$ cat src/csp_map.svh
/*
  Register map, field masks and timing counts of the codec serial port.
  Assumes a 32-bit AXI4-Lite bus and a 250 MHz aclk.
*/
// Operation
// Port runs only while enable bit set
// Stop-in-idle halts port during CPU idle
// Loopback feeds data output into data input
// Clock direction bit: set input, clear output
// Edge bit picks change and sample edges
// Frame sync direction bit: set input, clear output
// Underflow mode set repeats last written word
// Underflow mode clear sends zero words
// Disabled slots: tri-state or drive zeros
// Justification: data with sync or one later
// Two-bit field selects the framing protocol
// Modes: multi, two-channel, link16, link20
// Unimplemented control bits read zero, ignore writes
`ifndef CSP_MAP_SVH
`define CSP_MAP_SVH
`define CSP_OFF_CTRL 8'h00
`define CSP_OFF_TX 8'h04
`define CSP_OFF_RX 8'h08
`define CSP_OFF_STAT 8'h0C
`define CSP_OFF_SLOT 8'h10
`define CSP_CTRL_MASK 16'hAFE3
`define CSP_CTRL_RST 16'h0000
`define CSP_SLOT_RST 4'hF
`define CSP_STAT_UNF_BIT 2
`define CSP_SLOT_W 16
`define CSP_SLOTS 4
`define CSP_FRAME_CYC 7'h48
`define CSP_LINK_FS_CYC 7'h10
`define CSP_SCK_HALF 3'h4
`define CSP_FIFO_DEPTH 8
`endif

$ cat src/csp_pkg.sv
/*
  Types of the codec serial port: control word layout and frame modes.
  Assumes nothing of its surroundings.
*/
package csp_pkg;
  typedef enum logic [1:0] {
    CSP_FS_MULTI = 2'h0,
    CSP_FS_TWO = 2'h1,
    CSP_FS_LINK16 = 2'h2,
    CSP_FS_LINK20 = 2'h3
  } csp_fs_mode_e;
  typedef struct packed {
    logic port_enable;
    logic rsv14;
    logic stop_in_idle;
    logic rsv12;
    logic loopback_enable;
    logic serial_clock_direction;
    logic serial_clock_edge_select;
    logic frame_sync_direction;
    logic underflow_mode;
    logic data_out_idle_mode;
    logic data_justification;
    logic [2:0] rsv4_2;
    csp_fs_mode_e frame_sync_mode;
  } csp_ctrl_s;
endpackage

$ cat src/csp_port.sv
/*
  Transmit FIFO and the codec serial port: AXI4-Lite registers, clock and
  frame generation or tracking, slot shifting. Assumes a 250 MHz aclk and
  that the pad ring resolves the three-signal pins.
*/
// Implementation choices: the AXI4-Lite slave port and the register addresses.
`timescale 1ns/10ps
`include "csp_map.svh"

module csp_fifo #(parameter int W = 16, parameter int D = 8) (
  // clock and reset
  input wire logic aclk,
  input wire logic aresetn,
  // fill side
  input wire logic in_valid,
  output logic in_ready,
  input wire logic [W-1:0] in_data,
  // drain side
  output logic out_valid,
  input wire logic out_ready,
  output logic [W-1:0] out_data
);
  localparam int AW = $clog2(D);
  logic [W-1:0] mem_q [D];
  logic [AW-1:0] wp_q, rp_q;
  logic [AW:0] cnt_q;
  assign in_ready = cnt_q != (AW+1)'(D);
  assign out_valid = cnt_q != '0;
  assign out_data = mem_q[rp_q];
  // storage only written on an accepted item
  always_ff @(posedge aclk) begin
    if (in_valid && in_ready) begin
      mem_q[wp_q] <= in_data;
    end
  end
  // pointers and fill count
  always_ff @(posedge aclk) begin
    if (!aresetn) begin
      wp_q <= '0;
      rp_q <= '0;
      cnt_q <= '0;
    end else begin
      if (in_valid && in_ready) begin
        wp_q <= (wp_q == AW'(D-1)) ? '0 : wp_q + 1'b1;
      end
      if (out_valid && out_ready) begin
        rp_q <= (rp_q == AW'(D-1)) ? '0 : rp_q + 1'b1;
      end
      cnt_q <= cnt_q + (AW+1)'(in_valid && in_ready) - (AW+1)'(out_valid && out_ready);
    end
  end
endmodule

module csp_port import csp_pkg::*; (
  // clock, reset, core state
  input wire logic aclk,
  input wire logic aresetn,
  input wire logic cpu_idle,
  // axi4-lite write
  input wire logic [7:0] s_awaddr,
  input wire logic s_awvalid,
  output logic s_awready,
  input wire logic [31:0] s_wdata,
  input wire logic [3:0] s_wstrb,
  input wire logic s_wvalid,
  output logic s_wready,
  output logic [1:0] s_bresp,
  output logic s_bvalid,
  input wire logic s_bready,
  // axi4-lite read
  input wire logic [7:0] s_araddr,
  input wire logic s_arvalid,
  output logic s_arready,
  output logic [31:0] s_rdata,
  output logic [1:0] s_rresp,
  output logic s_rvalid,
  input wire logic s_rready,
  // serial link pins
  input wire logic serial_clock_pin_i,
  output logic serial_clock_pin_o,
  output logic serial_clock_pin_oe_n,
  input wire logic frame_sync_pin_i,
  output logic frame_sync_pin_o,
  output logic frame_sync_pin_oe_n,
  input wire logic serial_data_in_pin,
  output logic serial_data_out_pin,
  output logic serial_data_out_pin_oe_n
);

  logic [15:0] ctrl_q, last_tx_q, sh_q, rx_sh_q, rx_word_q;
  logic [3:0] slot_en_q;
  csp_ctrl_s ctl;
  logic run, unf_q, rx_full_q;
  logic aw_have_q, w_have_q, bvalid_q, rvalid_q;
  logic [7:0] awaddr_q;
  logic [31:0] wdata_q, rdata_q;
  logic [3:0] wstrb_q;
  logic [1:0] bresp_q, rresp_q;
  logic wr_pend, wr_go, rd_go, fifo_in_ready, fifo_out_valid, pop;
  logic [15:0] fifo_data;
  assign ctl = csp_ctrl_s'(ctrl_q);
  assign run = ctl.port_enable && !(ctl.stop_in_idle && cpu_idle);

  // write path holds a tx write until the fifo has room
  assign s_awready = !aw_have_q;
  assign s_wready = !w_have_q;
  assign wr_pend = aw_have_q && w_have_q && !bvalid_q;
  assign wr_go = wr_pend && (awaddr_q != `CSP_OFF_TX || fifo_in_ready);
  assign s_bvalid = bvalid_q;
  assign s_bresp = bresp_q;
  always_ff @(posedge aclk) begin
    if (!aresetn) begin
      aw_have_q <= 1'b0;
      w_have_q <= 1'b0;
      bvalid_q <= 1'b0;
      bresp_q <= 2'h0;
      awaddr_q <= 8'h00;
      wdata_q <= 32'h0;
      wstrb_q <= 4'h0;
    end else begin
      if (s_awvalid && s_awready) begin
        aw_have_q <= 1'b1;
        awaddr_q <= s_awaddr;
      end else if (wr_go) begin
        aw_have_q <= 1'b0;
      end
      if (s_wvalid && s_wready) begin
        w_have_q <= 1'b1;
        wdata_q <= s_wdata;
        wstrb_q <= s_wstrb;
      end else if (wr_go) begin
        w_have_q <= 1'b0;
      end
      if (wr_go) begin
        bvalid_q <= 1'b1;
        if (awaddr_q == `CSP_OFF_CTRL || awaddr_q == `CSP_OFF_TX ||
            awaddr_q == `CSP_OFF_STAT || awaddr_q == `CSP_OFF_SLOT) begin
          bresp_q <= 2'h0;
        end else begin
          bresp_q <= 2'h2;
        end
      end else if (s_bready) begin
        bvalid_q <= 1'b0;
      end
    end
  end

  // software-held registers; masked so unused control bits stay zero
  always_ff @(posedge aclk) begin
    if (!aresetn) begin
      ctrl_q <= `CSP_CTRL_RST;
      slot_en_q <= `CSP_SLOT_RST;
      last_tx_q <= 16'h0000;
    end else if (wr_go) begin
      if (awaddr_q == `CSP_OFF_CTRL) begin
        ctrl_q <= {wstrb_q[1] ? wdata_q[15:8] : ctrl_q[15:8],
                   wstrb_q[0] ? wdata_q[7:0] : ctrl_q[7:0]} & `CSP_CTRL_MASK;
      end else if (awaddr_q == `CSP_OFF_SLOT && wstrb_q[0]) begin
        slot_en_q <= wdata_q[3:0];
      end else if (awaddr_q == `CSP_OFF_TX) begin
        last_tx_q <= wdata_q[15:0];
      end
    end
  end

  csp_fifo #(.W(16), .D(`CSP_FIFO_DEPTH)) u_txq (
    .aclk(aclk),
    .aresetn(aresetn),
    .in_valid(wr_pend && awaddr_q == `CSP_OFF_TX),
    .in_ready(fifo_in_ready),
    .in_data(wdata_q[15:0]),
    .out_valid(fifo_out_valid),
    .out_ready(pop),
    .out_data(fifo_data)
  );

  // read path, one outstanding read
  assign s_arready = !rvalid_q;
  assign rd_go = s_arvalid && s_arready;
  assign s_rvalid = rvalid_q;
  assign s_rdata = rdata_q;
  assign s_rresp = rresp_q;
  always_ff @(posedge aclk) begin
    if (!aresetn) begin
      rvalid_q <= 1'b0;
      rdata_q <= 32'h0;
      rresp_q <= 2'h0;
    end else if (rd_go) begin
      rvalid_q <= 1'b1;
      rresp_q <= 2'h0;
      if (s_araddr == `CSP_OFF_CTRL) begin
        rdata_q <= {16'h0000, ctrl_q};
      end else if (s_araddr == `CSP_OFF_TX) begin
        rdata_q <= 32'h0;
      end else if (s_araddr == `CSP_OFF_RX) begin
        rdata_q <= {16'h0000, rx_word_q};
      end else if (s_araddr == `CSP_OFF_STAT) begin
        rdata_q <= {28'h0, rx_full_q, unf_q, !fifo_in_ready, !fifo_out_valid};
      end else if (s_araddr == `CSP_OFF_SLOT) begin
        rdata_q <= {28'h0, slot_en_q};
      end else begin
        rdata_q <= 32'h0;
        rresp_q <= 2'h2;
      end
    end else if (s_rready) begin
      rvalid_q <= 1'b0;
    end
  end

  // pin inputs: three flops, level moves once stages two and three agree
  logic [2:0] pin_in, filt_q;
  logic [2:0] sync_q [3];
  assign pin_in = {serial_data_in_pin, frame_sync_pin_i, serial_clock_pin_i};
  for (genvar i = 0; i < 3; i++) begin : g_sync
    always_ff @(posedge aclk) begin
      if (!aresetn) begin
        sync_q[i] <= 3'h0;
        filt_q[i] <= 1'b0;
      end else begin
        sync_q[i] <= {sync_q[i][1:0], pin_in[i]};
        if (sync_q[i][1] == sync_q[i][2]) begin
          filt_q[i] <= sync_q[i][2];
        end
      end
    end
  end

  // master clock divider; frozen while halted
  logic [2:0] div_q;
  logic mclk_q, clk_prev_q, clk_now, rise, fall, change_e, samp_e;
  always_ff @(posedge aclk) begin
    if (!aresetn || !ctl.port_enable) begin
      div_q <= 3'h0;
      mclk_q <= 1'b0;
    end else if (run) begin
      if (div_q == `CSP_SCK_HALF - 3'h1) begin
        div_q <= 3'h0;
        mclk_q <= !mclk_q;
      end else begin
        div_q <= div_q + 3'h1;
      end
    end
  end
  assign clk_now = ctl.serial_clock_direction ? filt_q[0] : mclk_q;
  always_ff @(posedge aclk) begin
    if (!aresetn) begin
      clk_prev_q <= 1'b0;
    end else begin
      clk_prev_q <= clk_now;
    end
  end
  assign rise = run && clk_now && !clk_prev_q;
  assign fall = run && !clk_now && clk_prev_q;
  assign change_e = ctl.serial_clock_edge_select ? fall : rise;
  assign samp_e = ctl.serial_clock_edge_select ? rise : fall;

  // frame position; a seen sync start resynchronises the count
  logic [6:0] cnt_q, cnt_d, bp_d, bp_s, off;
  logic fs_o_q, fs_prev_q, fs_seen_q, fs_lvl, tx_on, rx_on, rx_take;
  logic [1:0] nslot;
  assign fs_lvl = ctl.frame_sync_direction ? filt_q[1] : fs_o_q;
  assign cnt_d = fs_seen_q ? 7'h01 : (cnt_q == `CSP_FRAME_CYC - 7'h1) ? 7'h00 : cnt_q + 7'h1;
  assign off = {6'h00, !ctl.data_justification};
  assign bp_d = cnt_d - off;
  assign bp_s = cnt_q - off;
  assign nslot = (ctl.frame_sync_mode == CSP_FS_TWO) ? 2'h1 : 2'h3;
  assign tx_on = bp_d[6] == 1'b0 && bp_d[5:4] <= nslot && slot_en_q[bp_d[5:4]];
  assign rx_on = bp_s[6] == 1'b0 && bp_s[5:4] <= nslot && slot_en_q[bp_s[5:4]];
  assign rx_take = samp_e && rx_on;
  assign pop = change_e && tx_on && bp_d[3:0] == 4'h0 && fifo_out_valid;
  always_ff @(posedge aclk) begin
    if (!aresetn || !ctl.port_enable) begin
      cnt_q <= 7'h00;
      fs_o_q <= 1'b0;
      fs_prev_q <= 1'b0;
      fs_seen_q <= 1'b0;
    end else begin
      if (samp_e) begin
        fs_prev_q <= fs_lvl;
        fs_seen_q <= fs_lvl && !fs_prev_q;
      end else if (change_e) begin
        fs_seen_q <= 1'b0;
      end
      if (change_e) begin
        cnt_q <= cnt_d;
        // link modes hold sync high for a whole first slot
        fs_o_q <= cnt_d == 7'h00 || (ctl.frame_sync_mode[1] && cnt_d < `CSP_LINK_FS_CYC);
      end
    end
  end

  // transmit shifter, msb first; loads at the boundary of each enabled slot
  logic unf_hit;
  assign unf_hit = change_e && tx_on && bp_d[3:0] == 4'h0 && !fifo_out_valid;
  always_ff @(posedge aclk) begin
    if (!aresetn || !ctl.port_enable) begin
      sh_q <= 16'h0000;
      serial_data_out_pin_oe_n <= 1'b1;
    end else if (change_e) begin
      serial_data_out_pin_oe_n <= !(tx_on || !ctl.data_out_idle_mode);
      if (!tx_on) begin
        sh_q <= 16'h0000;
      end else if (bp_d[3:0] != 4'h0) begin
        sh_q <= {sh_q[14:0], 1'b0};
      end else if (fifo_out_valid) begin
        sh_q <= fifo_data;
      end else begin
        sh_q <= ctl.underflow_mode ? last_tx_q : 16'h0000;
      end
    end
  end
  assign serial_data_out_pin = sh_q[15];

  // sticky underflow, cleared by writing one; a new underflow wins
  always_ff @(posedge aclk) begin
    if (!aresetn) begin
      unf_q <= 1'b0;
    end else if (unf_hit) begin
      unf_q <= 1'b1;
    end else if (wr_go && awaddr_q == `CSP_OFF_STAT && wdata_q[`CSP_STAT_UNF_BIT]) begin
      unf_q <= 1'b0;
    end
  end

  // receive shifter; loopback takes the output bit instead of the pin
  logic sdi_eff;
  assign sdi_eff = ctl.loopback_enable ? serial_data_out_pin : filt_q[2];
  always_ff @(posedge aclk) begin
    if (!aresetn) begin
      rx_sh_q <= 16'h0000;
      rx_word_q <= 16'h0000;
      rx_full_q <= 1'b0;
    end else begin
      if (rx_take) begin
        rx_sh_q <= {rx_sh_q[14:0], sdi_eff};
      end
      if (rx_take && bp_s[3:0] == 4'hF) begin
        rx_word_q <= {rx_sh_q[14:0], sdi_eff};
        rx_full_q <= 1'b1;
      end else if (rd_go && s_araddr == `CSP_OFF_RX) begin
        rx_full_q <= 1'b0;
      end
    end
  end

  // pin drivers; a disabled port releases everything
  always_ff @(posedge aclk) begin
    if (!aresetn) begin
      serial_clock_pin_oe_n <= 1'b1;
      frame_sync_pin_oe_n <= 1'b1;
    end else begin
      serial_clock_pin_oe_n <= !(ctl.port_enable && !ctl.serial_clock_direction);
      frame_sync_pin_oe_n <= !(ctl.port_enable && !ctl.frame_sync_direction);
    end
  end
  assign serial_clock_pin_o = mclk_q;
  assign frame_sync_pin_o = fs_o_q;
endmodule

$ cat config.mk
export PLATFORM = sky130hd
export DESIGN_NAME = csp_port
export DESIGN_NICKNAME = d
export VERILOG_FILES = /design/src/csp_pkg.sv /design/src/csp_port.sv
export VERILOG_INCLUDE_DIRS = /design/src
export SDC_FILE = /design/constraint.sdc
export NUM_CORES = 1
export LEC_CHECK = 0
export ABC_AREA = 1
export BUFFER_PORTS_ARGS = -buffer_cell sky130_fd_sc_hd__buf_2
export CAP_MARGIN = 10
export CORE_ASPECT_RATIO = 0.6
export CORE_MARGIN = 5
export CORE_UTILIZATION = 60
export DETAILED_ROUTE_END_ITERATION = 8
export GPL_TIMING_DRIVEN = 1
export PLACE_DENSITY = 0.8
export SKIP_CTS_REPAIR_TIMING = 1
export SYNTH_ARGS = -nofsm -noshare
export SYNTH_HDL_FRONTEND = slang
export SYNTH_SLANG_ARGS = --single-unit
$ cat constraint.sdc
create_clock -name aclk -period 5.75 [get_ports aclk]
set_clock_uncertainty 0.1 [all_clocks]
set_input_delay 0.575 -clock aclk [delete_from_list [all_inputs] [get_ports aclk]]
set_output_delay 0.575 -clock aclk [all_outputs]
set_load 0.005 [all_outputs]
==> results.md, run 1 <==
- Run status: finished, final reports clean
- Post-route fraction of the period consumed by the critical path: 74.0%
- Multiplexer share of the synthesized area: 0.239%
- Distinct cells, synth: 49
- Final Core Density: 67.2%
- Period minus WS final: 4.25 ns
- Startpoint types: flip-flop
- TritonCTS clock tree: yes
- Largest delay share family, worst path: adder cells
- Final number of setup-violating endpoints: 0
- DRC violations left: 0
- Highest fanout seen on the critical path: 34
- Overflow after GRT: 0
- Number of buffers created by CTS: 27
- Number of sinks driven by the clock tree: 299
- Area growth from synthesis to layout: 11.1%
- Ratio of routed vias to standard cells: 5.85
- Sequential cell area fraction in the yosys report: 57.9%
- Standard-cell rows: 41
- First-pass GRT wire length: 47,600 µm
- Synth Area in Adders: 1.65%
- Synthesized-area fraction occupied by ao, oa, aoi and oai cells: 17.2%
- Power per unit of standard cell area: 304 mW/mm²
- Pre-antenna DRT Iters: 6
- Routed wire length: 30,400 µm
- H-Tree Depth: 1
- Die height: 122 µm
- Max-cap violations: 0
- Leakage power total: 5.30 nW
- Vias in the first global route: 8,947
- RD Place Congestion: 0.910
- Overall power after layout: 4.24 mW
- RSZ-0062 raised after global routing: no
- Leading cell type in the layout, fill and taps excluded: dfxtp_1
- Combinational family with the most area after synthesis: compound AO/OA/AOI/OAI gates
- Data required time at the worst endpoint: 6.04 ns
- Post-synthesis register bit count: 299
- Initial cell density of the core: 60.4%
- Fraction of registers with async set/reset: 0%
- Post-synth EDFFs: 128
- Critical path class: reg -> reg
- Final hold slack: 0.113 ns
- Netlist area before placement: 0.0126 mm²
- Placed wire-length estimate: 19,900 µm
- Setup_tns: 0 ns
- Finished Layout Cells: 1,650
- Tightest slew margin relative to the limit: 25.8%
- Average cell area after synthesis: 9.58 µm²
- Synthesized-area fraction occupied by and/or/nand/nor cells: 15.3%
- Number of warnings reported in the yosys synthesis log: 0
- Clock tree root driver cell: clkbuf_16
- Worst reg-to-reg setup slack: 1.50 ns
- Ant. Diodes: 0
- Worst-skew pair later-pin latency: 0.54 ns
- Fraction of synthesized cell area in xor and xnor cells: 0.419%
- Final Net Count: 1,429
- Number of antenna violations at the first check in global routing: 1
- CP max-delay cell: dfxtp_1
- Number of buffers on the longest clock path: 3
- Violation count after the first detailed-route iteration: 955
- Top-Level Pins: 110
- Endpoints failing hold: 0
- Area of the core: 0.0208 mm²
- Share of final-layout standard cells stronger than drive strength 1: 15.8%
- Flip-flop cell with the highest count after synthesis: dfxtp_1
- Die Width: 197 µm
- IR Drop Worst-Case VDD: 0.286 mV
- Total number of vias: 9,657
- Post-detailed-route wirelength per cell: 18.4 µm
- Count of fill cells added during filler insertion: 1,613
- Transition time at the pin with the least slew margin: 1.11 ns
- Number of max-slew violations in the final report: 0
- Number of port buffers: 73
- Gate count of the mapped netlist: 1,310
- Floorplan die area: 0.0240 mm²
- Global-route total usage across every layer: 24.8%
- Most frequent cells in the layout: dfxtp_1 (171), nand2_1 (152), nor2_1 (138)
- Peak clock frequency supported by timing: 0.235 GHz
- Worst endpoint data arrival time: 4.54 ns
- Number of placed instances with taps included: 1,600
- Clock edge transition at the registers on the reported setup and hold paths: 0.06 ns
- Crit path cell chain: ha_1 -> nand2_2 -> inv_2 -> nand3_1 -> a21oi_1 -> ha_1 -> nand2_1 -> nor2_1 -> o21ai_0 -> nor2_2 -> buf_4 -> nand4_1 -> inv_1 -> ha_1 -> inv_1 -> ha_1 -> inv_1 -> fa_1 -> xor2_1 -> nor2_1
- Crit path top cell by count: ha_1
- Min-delay worst type: in -> reg
- Maximum number of pins on one net before global-route repair: 66
- Buf+Inv Stages, Crit Path: 5
- Antenna Violating Nets Remaining: 0
- Critical Path End Type: flip-flop
- Slowest cell delay on critical path: 0.46 ns
-- power by group --
group / internal, mW / switching, mW
logic: 0.0416 / 0.0881
clock network: 1.05 / 0.779
registers: 2.25 / 0.0329
-- layer usage --
metal  wire length, µm  share of wire [%]  global-route usage (%)
met2             13100                 43                    36.6
met1             14200                 47                    38.5
met3              2650                8.7                    4.95
met4               415                1.4                    4.46
met5                13              0.043                       0
-- worst paths after layout --
path,startpoint,endpoint,cells after the start
max,cnt_q[1],u_txq.cnt_q[2],20
min,serial_data_in_pin,sync_q[2][0],3
max reg2reg,cnt_q[1],u_txq.cnt_q[2],20
min reg2reg,sync_q[1][0],sync_q[1][1],2
-- synthesized netlist by cell type, drive strengths merged, types with 2 or more instances --
cell type	count	area (µm²)
a211oi	22	165
a21oi	112	636
a221o	4	40.0
a32oi	2	17.5
buf	35	250
clkbuf	54	206
dfxtp	171	3420
edfxtp	128	3840
ha	15	188
inv	121	454
mux2i	3	30.0
nand2	168	671
nand3	80	435
nand4	8	56.3
nor2	146	589
nor3	18	115
nor4	5	37.5
o211ai	36	310
o21a	2	15.0
o21ai	135	687
o221ai	30	263
o22ai	2	12.5
xor2	5	43.8
-- through the flow --
step           instance area [µm²]  worst slack [ns]
2_1_floorplan                12600              2.36
3_3_place_gp                 13100              1.77
3_5_place_dp                 13100              1.61
4_1_cts                      14000              1.59
5_1_grt                      14000              1.14
6_report                     14000              1.50
-- worst reg2reg max path: cells and delay by family, from the launching register on --
kind / cells / cell delay (ns)
DFF: 1 / 0.46
buffers and inverters: 5 / 0.77
and+or+nand+nor: 7 / 0.95
adders and majority gates: 5 / 1.27
AOI/OAI and AO/OA: 2 / 0.38
xor gates and xnor gates: 1 / 0.16
-- cells by family after synthesis --
| logic type | count (synthesis) |
|---|---|
| other cells | 1 |
| flops | 299 |
| xor+xnor | 6 |
| buf+inv | 211 |
| simple gates | 428 |
| mux | 3 |
| fa+ha+maj | 16 |
| compound gates | 346 |
-- layout make-up --
type	count	area, µm²	share of cell area (%)
tap	279	349	2.50
inverter	122	458	3.28
clock inverter	10	105	0.753
clock buffer	40	798	5.72
timing repair buffer	83	440	3.16
sequential	299	7270	52.1
multi-input combinational	817	4540	32.5
-- sequential cells by signal (all words and copies together), names as in the netlist, 2 cells and up, named ones only --
name	count
rx_word_q	16
wstrb_q	2
div_q	3
sync_q	9
rx_sh_q	15
s_rdata	16
u_txq.wp_q	3
last_tx_q	16
u_txq.mem_q	128
filt_q	3
u_txq.cnt_q	4
cnt_q	7
ctl	11
awaddr_q	8
wdata_q	16
slot_en_q	4
sh_q	16
u_txq.rp_q	3
No activity file was read; power rests on OpenSTA's default activity.
==> run 2: changes to the inputs <==
--- a/config.mk
+++ b/config.mk
@@ -11,10 +11,10 @@
 export CAP_MARGIN = 10
 export CORE_ASPECT_RATIO = 0.6
 export CORE_MARGIN = 5
-export CORE_UTILIZATION = 60
+export CORE_UTILIZATION = 54
 export DETAILED_ROUTE_END_ITERATION = 8
 export GPL_TIMING_DRIVEN = 1
-export PLACE_DENSITY = 0.8
+export PLACE_DENSITY = 0.76
 export SKIP_CTS_REPAIR_TIMING = 1
 export SYNTH_ARGS = -nofsm -noshare
 export SYNTH_HDL_FRONTEND = slang
==> constraint.sdc (replaced) <==
create_clock -name aclk -period 3.85 [get_ports aclk]
set_clock_uncertainty 0.1 [all_clocks]
set_input_delay 0.385 -clock aclk [delete_from_list [all_inputs] [get_ports aclk]]
set_output_delay 0.385 -clock aclk [all_outputs]
set_load 0.005 [all_outputs]
==> results.md, run 2 (synthesis results as in run 1) <==
- Overflow after GRT: 0 (unchanged)
- Number of max-slew violations in the final report: 0 (unchanged)
- Peak clock frequency supported by timing: 0.278 GHz (+18%)
- TritonCTS clock tree: yes
- Count of fill cells added during filler insertion: 1,919 (+19%)
- Total number of vias: 9,776 (+1.2%)
- Number of port buffers: 73 (unchanged)
- Data required time at the worst endpoint: 4.16 ns (-1.88 ns)
- Initial cell density of the core: 54.7% (-5.8 points)
- Ratio of routed vias to standard cells: 5.69 (-2.7%)
- Global-route total usage across every layer: 23.9% (-0.88 points)
- Worst-skew pair later-pin latency: 0.56 ns (+0.02 ns)
- Final number of setup-violating endpoints: 0 (unchanged)
- First-pass GRT wire length: 50,200 µm (+5.4%)
- Post-detailed-route wirelength per cell: 18.4 µm (+0.12%)
- Number of sinks driven by the clock tree: 299 (unchanged)
- Antenna Violating Nets Remaining: 0 (unchanged)
- Period minus WS final: 3.59 ns (-0.662 ns)
- Max-cap violations: 0 (unchanged)
- Number of buffers created by CTS: 27 (unchanged)
- Transition time at the pin with the least slew margin: 1.07 ns (-0.0397 ns)
- Critical path class: reg -> reg
- Pre-antenna DRT Iters: 5 (-1)
- Finished Layout Cells: 1,717 (+4.1%)
- Startpoint types: flip-flop
- Failing checks: hold timing
- Final Net Count: 1,459 (+2.1%)
- Standard-cell rows: 43 (+4.9%)
- Leading cell type in the layout, fill and taps excluded: dfxtp_1
- Clock edge transition at the registers on the reported setup and hold paths: 0.07 ns (about the same)
- Leakage power total: 5.41 nW (+2.0%)
- Die Width: 207 µm (+5.1%)
- DRC violations left: 0 (unchanged)
- Critical Path End Type: flip-flop
- Violation count after the first detailed-route iteration: 948 (-0.73%)
- Total placed instance area: 0.0132 mm² (+1.3%)
- Overall power after layout: 6.23 mW (+47%)
- Clock tree root driver cell: clkbuf_16
- Number of buffers on the longest clock path: 3 (unchanged)
- Worst endpoint data arrival time: 3.90 ns (-0.64 ns)
- Area of the core: 0.0230 mm² (+11%)
- Top-Level Pins: 110 (unchanged)
- Post-route fraction of the period consumed by the critical path: 93.3% (+19 points)
- Vias in the first global route: 9,427 (+5.4%)
- Tightest slew margin relative to the limit: 28.4% (+2.7 points)
- Highest fanout seen on the critical path: 7 (-79%)
- RD Place Congestion: 0.851 (-6.5%)
- Final Core Density: 61.7% (-5.5 points)
- Number of antenna violations at the first check in global routing: 1 (unchanged)
- Min-delay worst type: in -> reg
- Endpoints failing hold: 5 (+5)
- Power per unit of standard cell area: 440 mW/mm² (+45%)
- Most flop-heavy register: u_txq.mem_q
- Final cell area excluding filler cells: 0.0142 mm² (+1.6%)
- Final hold slack: -0.0188 ns (-0.132 ns)
- Max reg flops: 128 (unchanged)
- Share of final-layout standard cells stronger than drive strength 1: 17.6% (+1.7 points)
- Floorplan die area: 0.0265 mm² (+10%)
- Placed wire-length estimate: 20,800 µm (+4.6%)
- H-Tree Depth: 1 (unchanged)
- Routed wire length: 31,700 µm (+4.2%)
- Die height: 128 µm (+5.0%)
- Number of placed instances with taps included: 1,660 (+3.8%)
- Area growth from synthesis to layout: 12.9%
- Most frequent cells in the layout: dfxtp_1 (170), nand2_1 (152), nor2_1 (138)
- Worst reg-to-reg setup slack: 0.26 ns (-1.24 ns)
- IR Drop Worst-Case VDD: 0.302 mV (+5.4%)
- Maximum number of pins on one net before global-route repair: 54 (-18%)
- Run status: finished, violations left
[run 2: changes by cell type in the layout (fill, tap and decap cells not counted), sizes merged]
cell / change
diode: +1
clkinv: +2
buf: +25
clkbuf: -1
bufinv: -2
dlygate4sd3: +5
inv: +1
[run 2: final cells by class]
type,instances,area (µm²),area share (%)
tap,315,394,2.78
inverter,122,458,3.23
clock buffer,39,791,5.58
antenna,1,2.50,0.0177
clock inverter,11,78.8,0.556
multi-input combinational,817,4500,31.8
timing repair buffer,113,678,4.78
sequential,299,7270,51.3
[run 2: final timing paths]
path / start / to / depth (start not counted)
worst max-delay path: cnt_q[1] / u_txq.cnt_q[2] / 23
worst min-delay path: s_awaddr[5] / awaddr_q[5] / 3
worst max register to register: cnt_q[1] / u_txq.cnt_q[2] / 23
worst min register to register: sync_q[0][0] / sync_q[0][1] / 2
[run 2: through the flow]
step | setup TNS, ns | setup WS, ns
6_report | 0 | 0.258
5_1_grt | -0.0706 | -0.0415
4_1_cts | 0 | 0.0535
3_5_place_dp | 0 | 0.0679
3_3_place_gp | 0 | 0.223
2_1_floorplan | 0 | 0.457
[run 2: where the power goes]
group / internal (mW) / switching, mW / total (mW)
combinational: 0.0661 / 0.133 / 0.200
clock: 1.44 / 1.19 / 2.63
sequential: 3.35 / 0.0480 / 3.40
[run 2: worst max-delay path: stages, from the launching register on]
cell,delay [ns]
dfxtp_4,0.39
ha_2,0.21
nand2_2,0.08
inv_2,0.06
nand3_1,0.12
a21oi_2,0.21
ha_2,0.22
nand3_2,0.09
inv_2,0.09
nand2_1,0.07
nand2_1,0.10
nand3_1,0.10
inv_1,0.07
nor2_1,0.04
nor2_1,0.09
nand4_1,0.16
inv_2,0.13
ha_1,0.23
inv_1,0.07
ha_1,0.14
inv_1,0.06
fa_1,0.41
xor2_1,0.15
nor2_1,0.05
[run 2: metal layers]
metal | GRT usage, % | vias up | wire [µm] | part of all wire, %
li1 | - | 4640 | - | -
met5 | 0 | - | 0 | 0
met1 | 37.0 | 4707 | 15000 | 47
met3 | 4.55 | 49 | 2710 | 8.5
met2 | 35.0 | 380 | 13400 | 42
met4 | 5.55 | 0 | 593 | 1.9
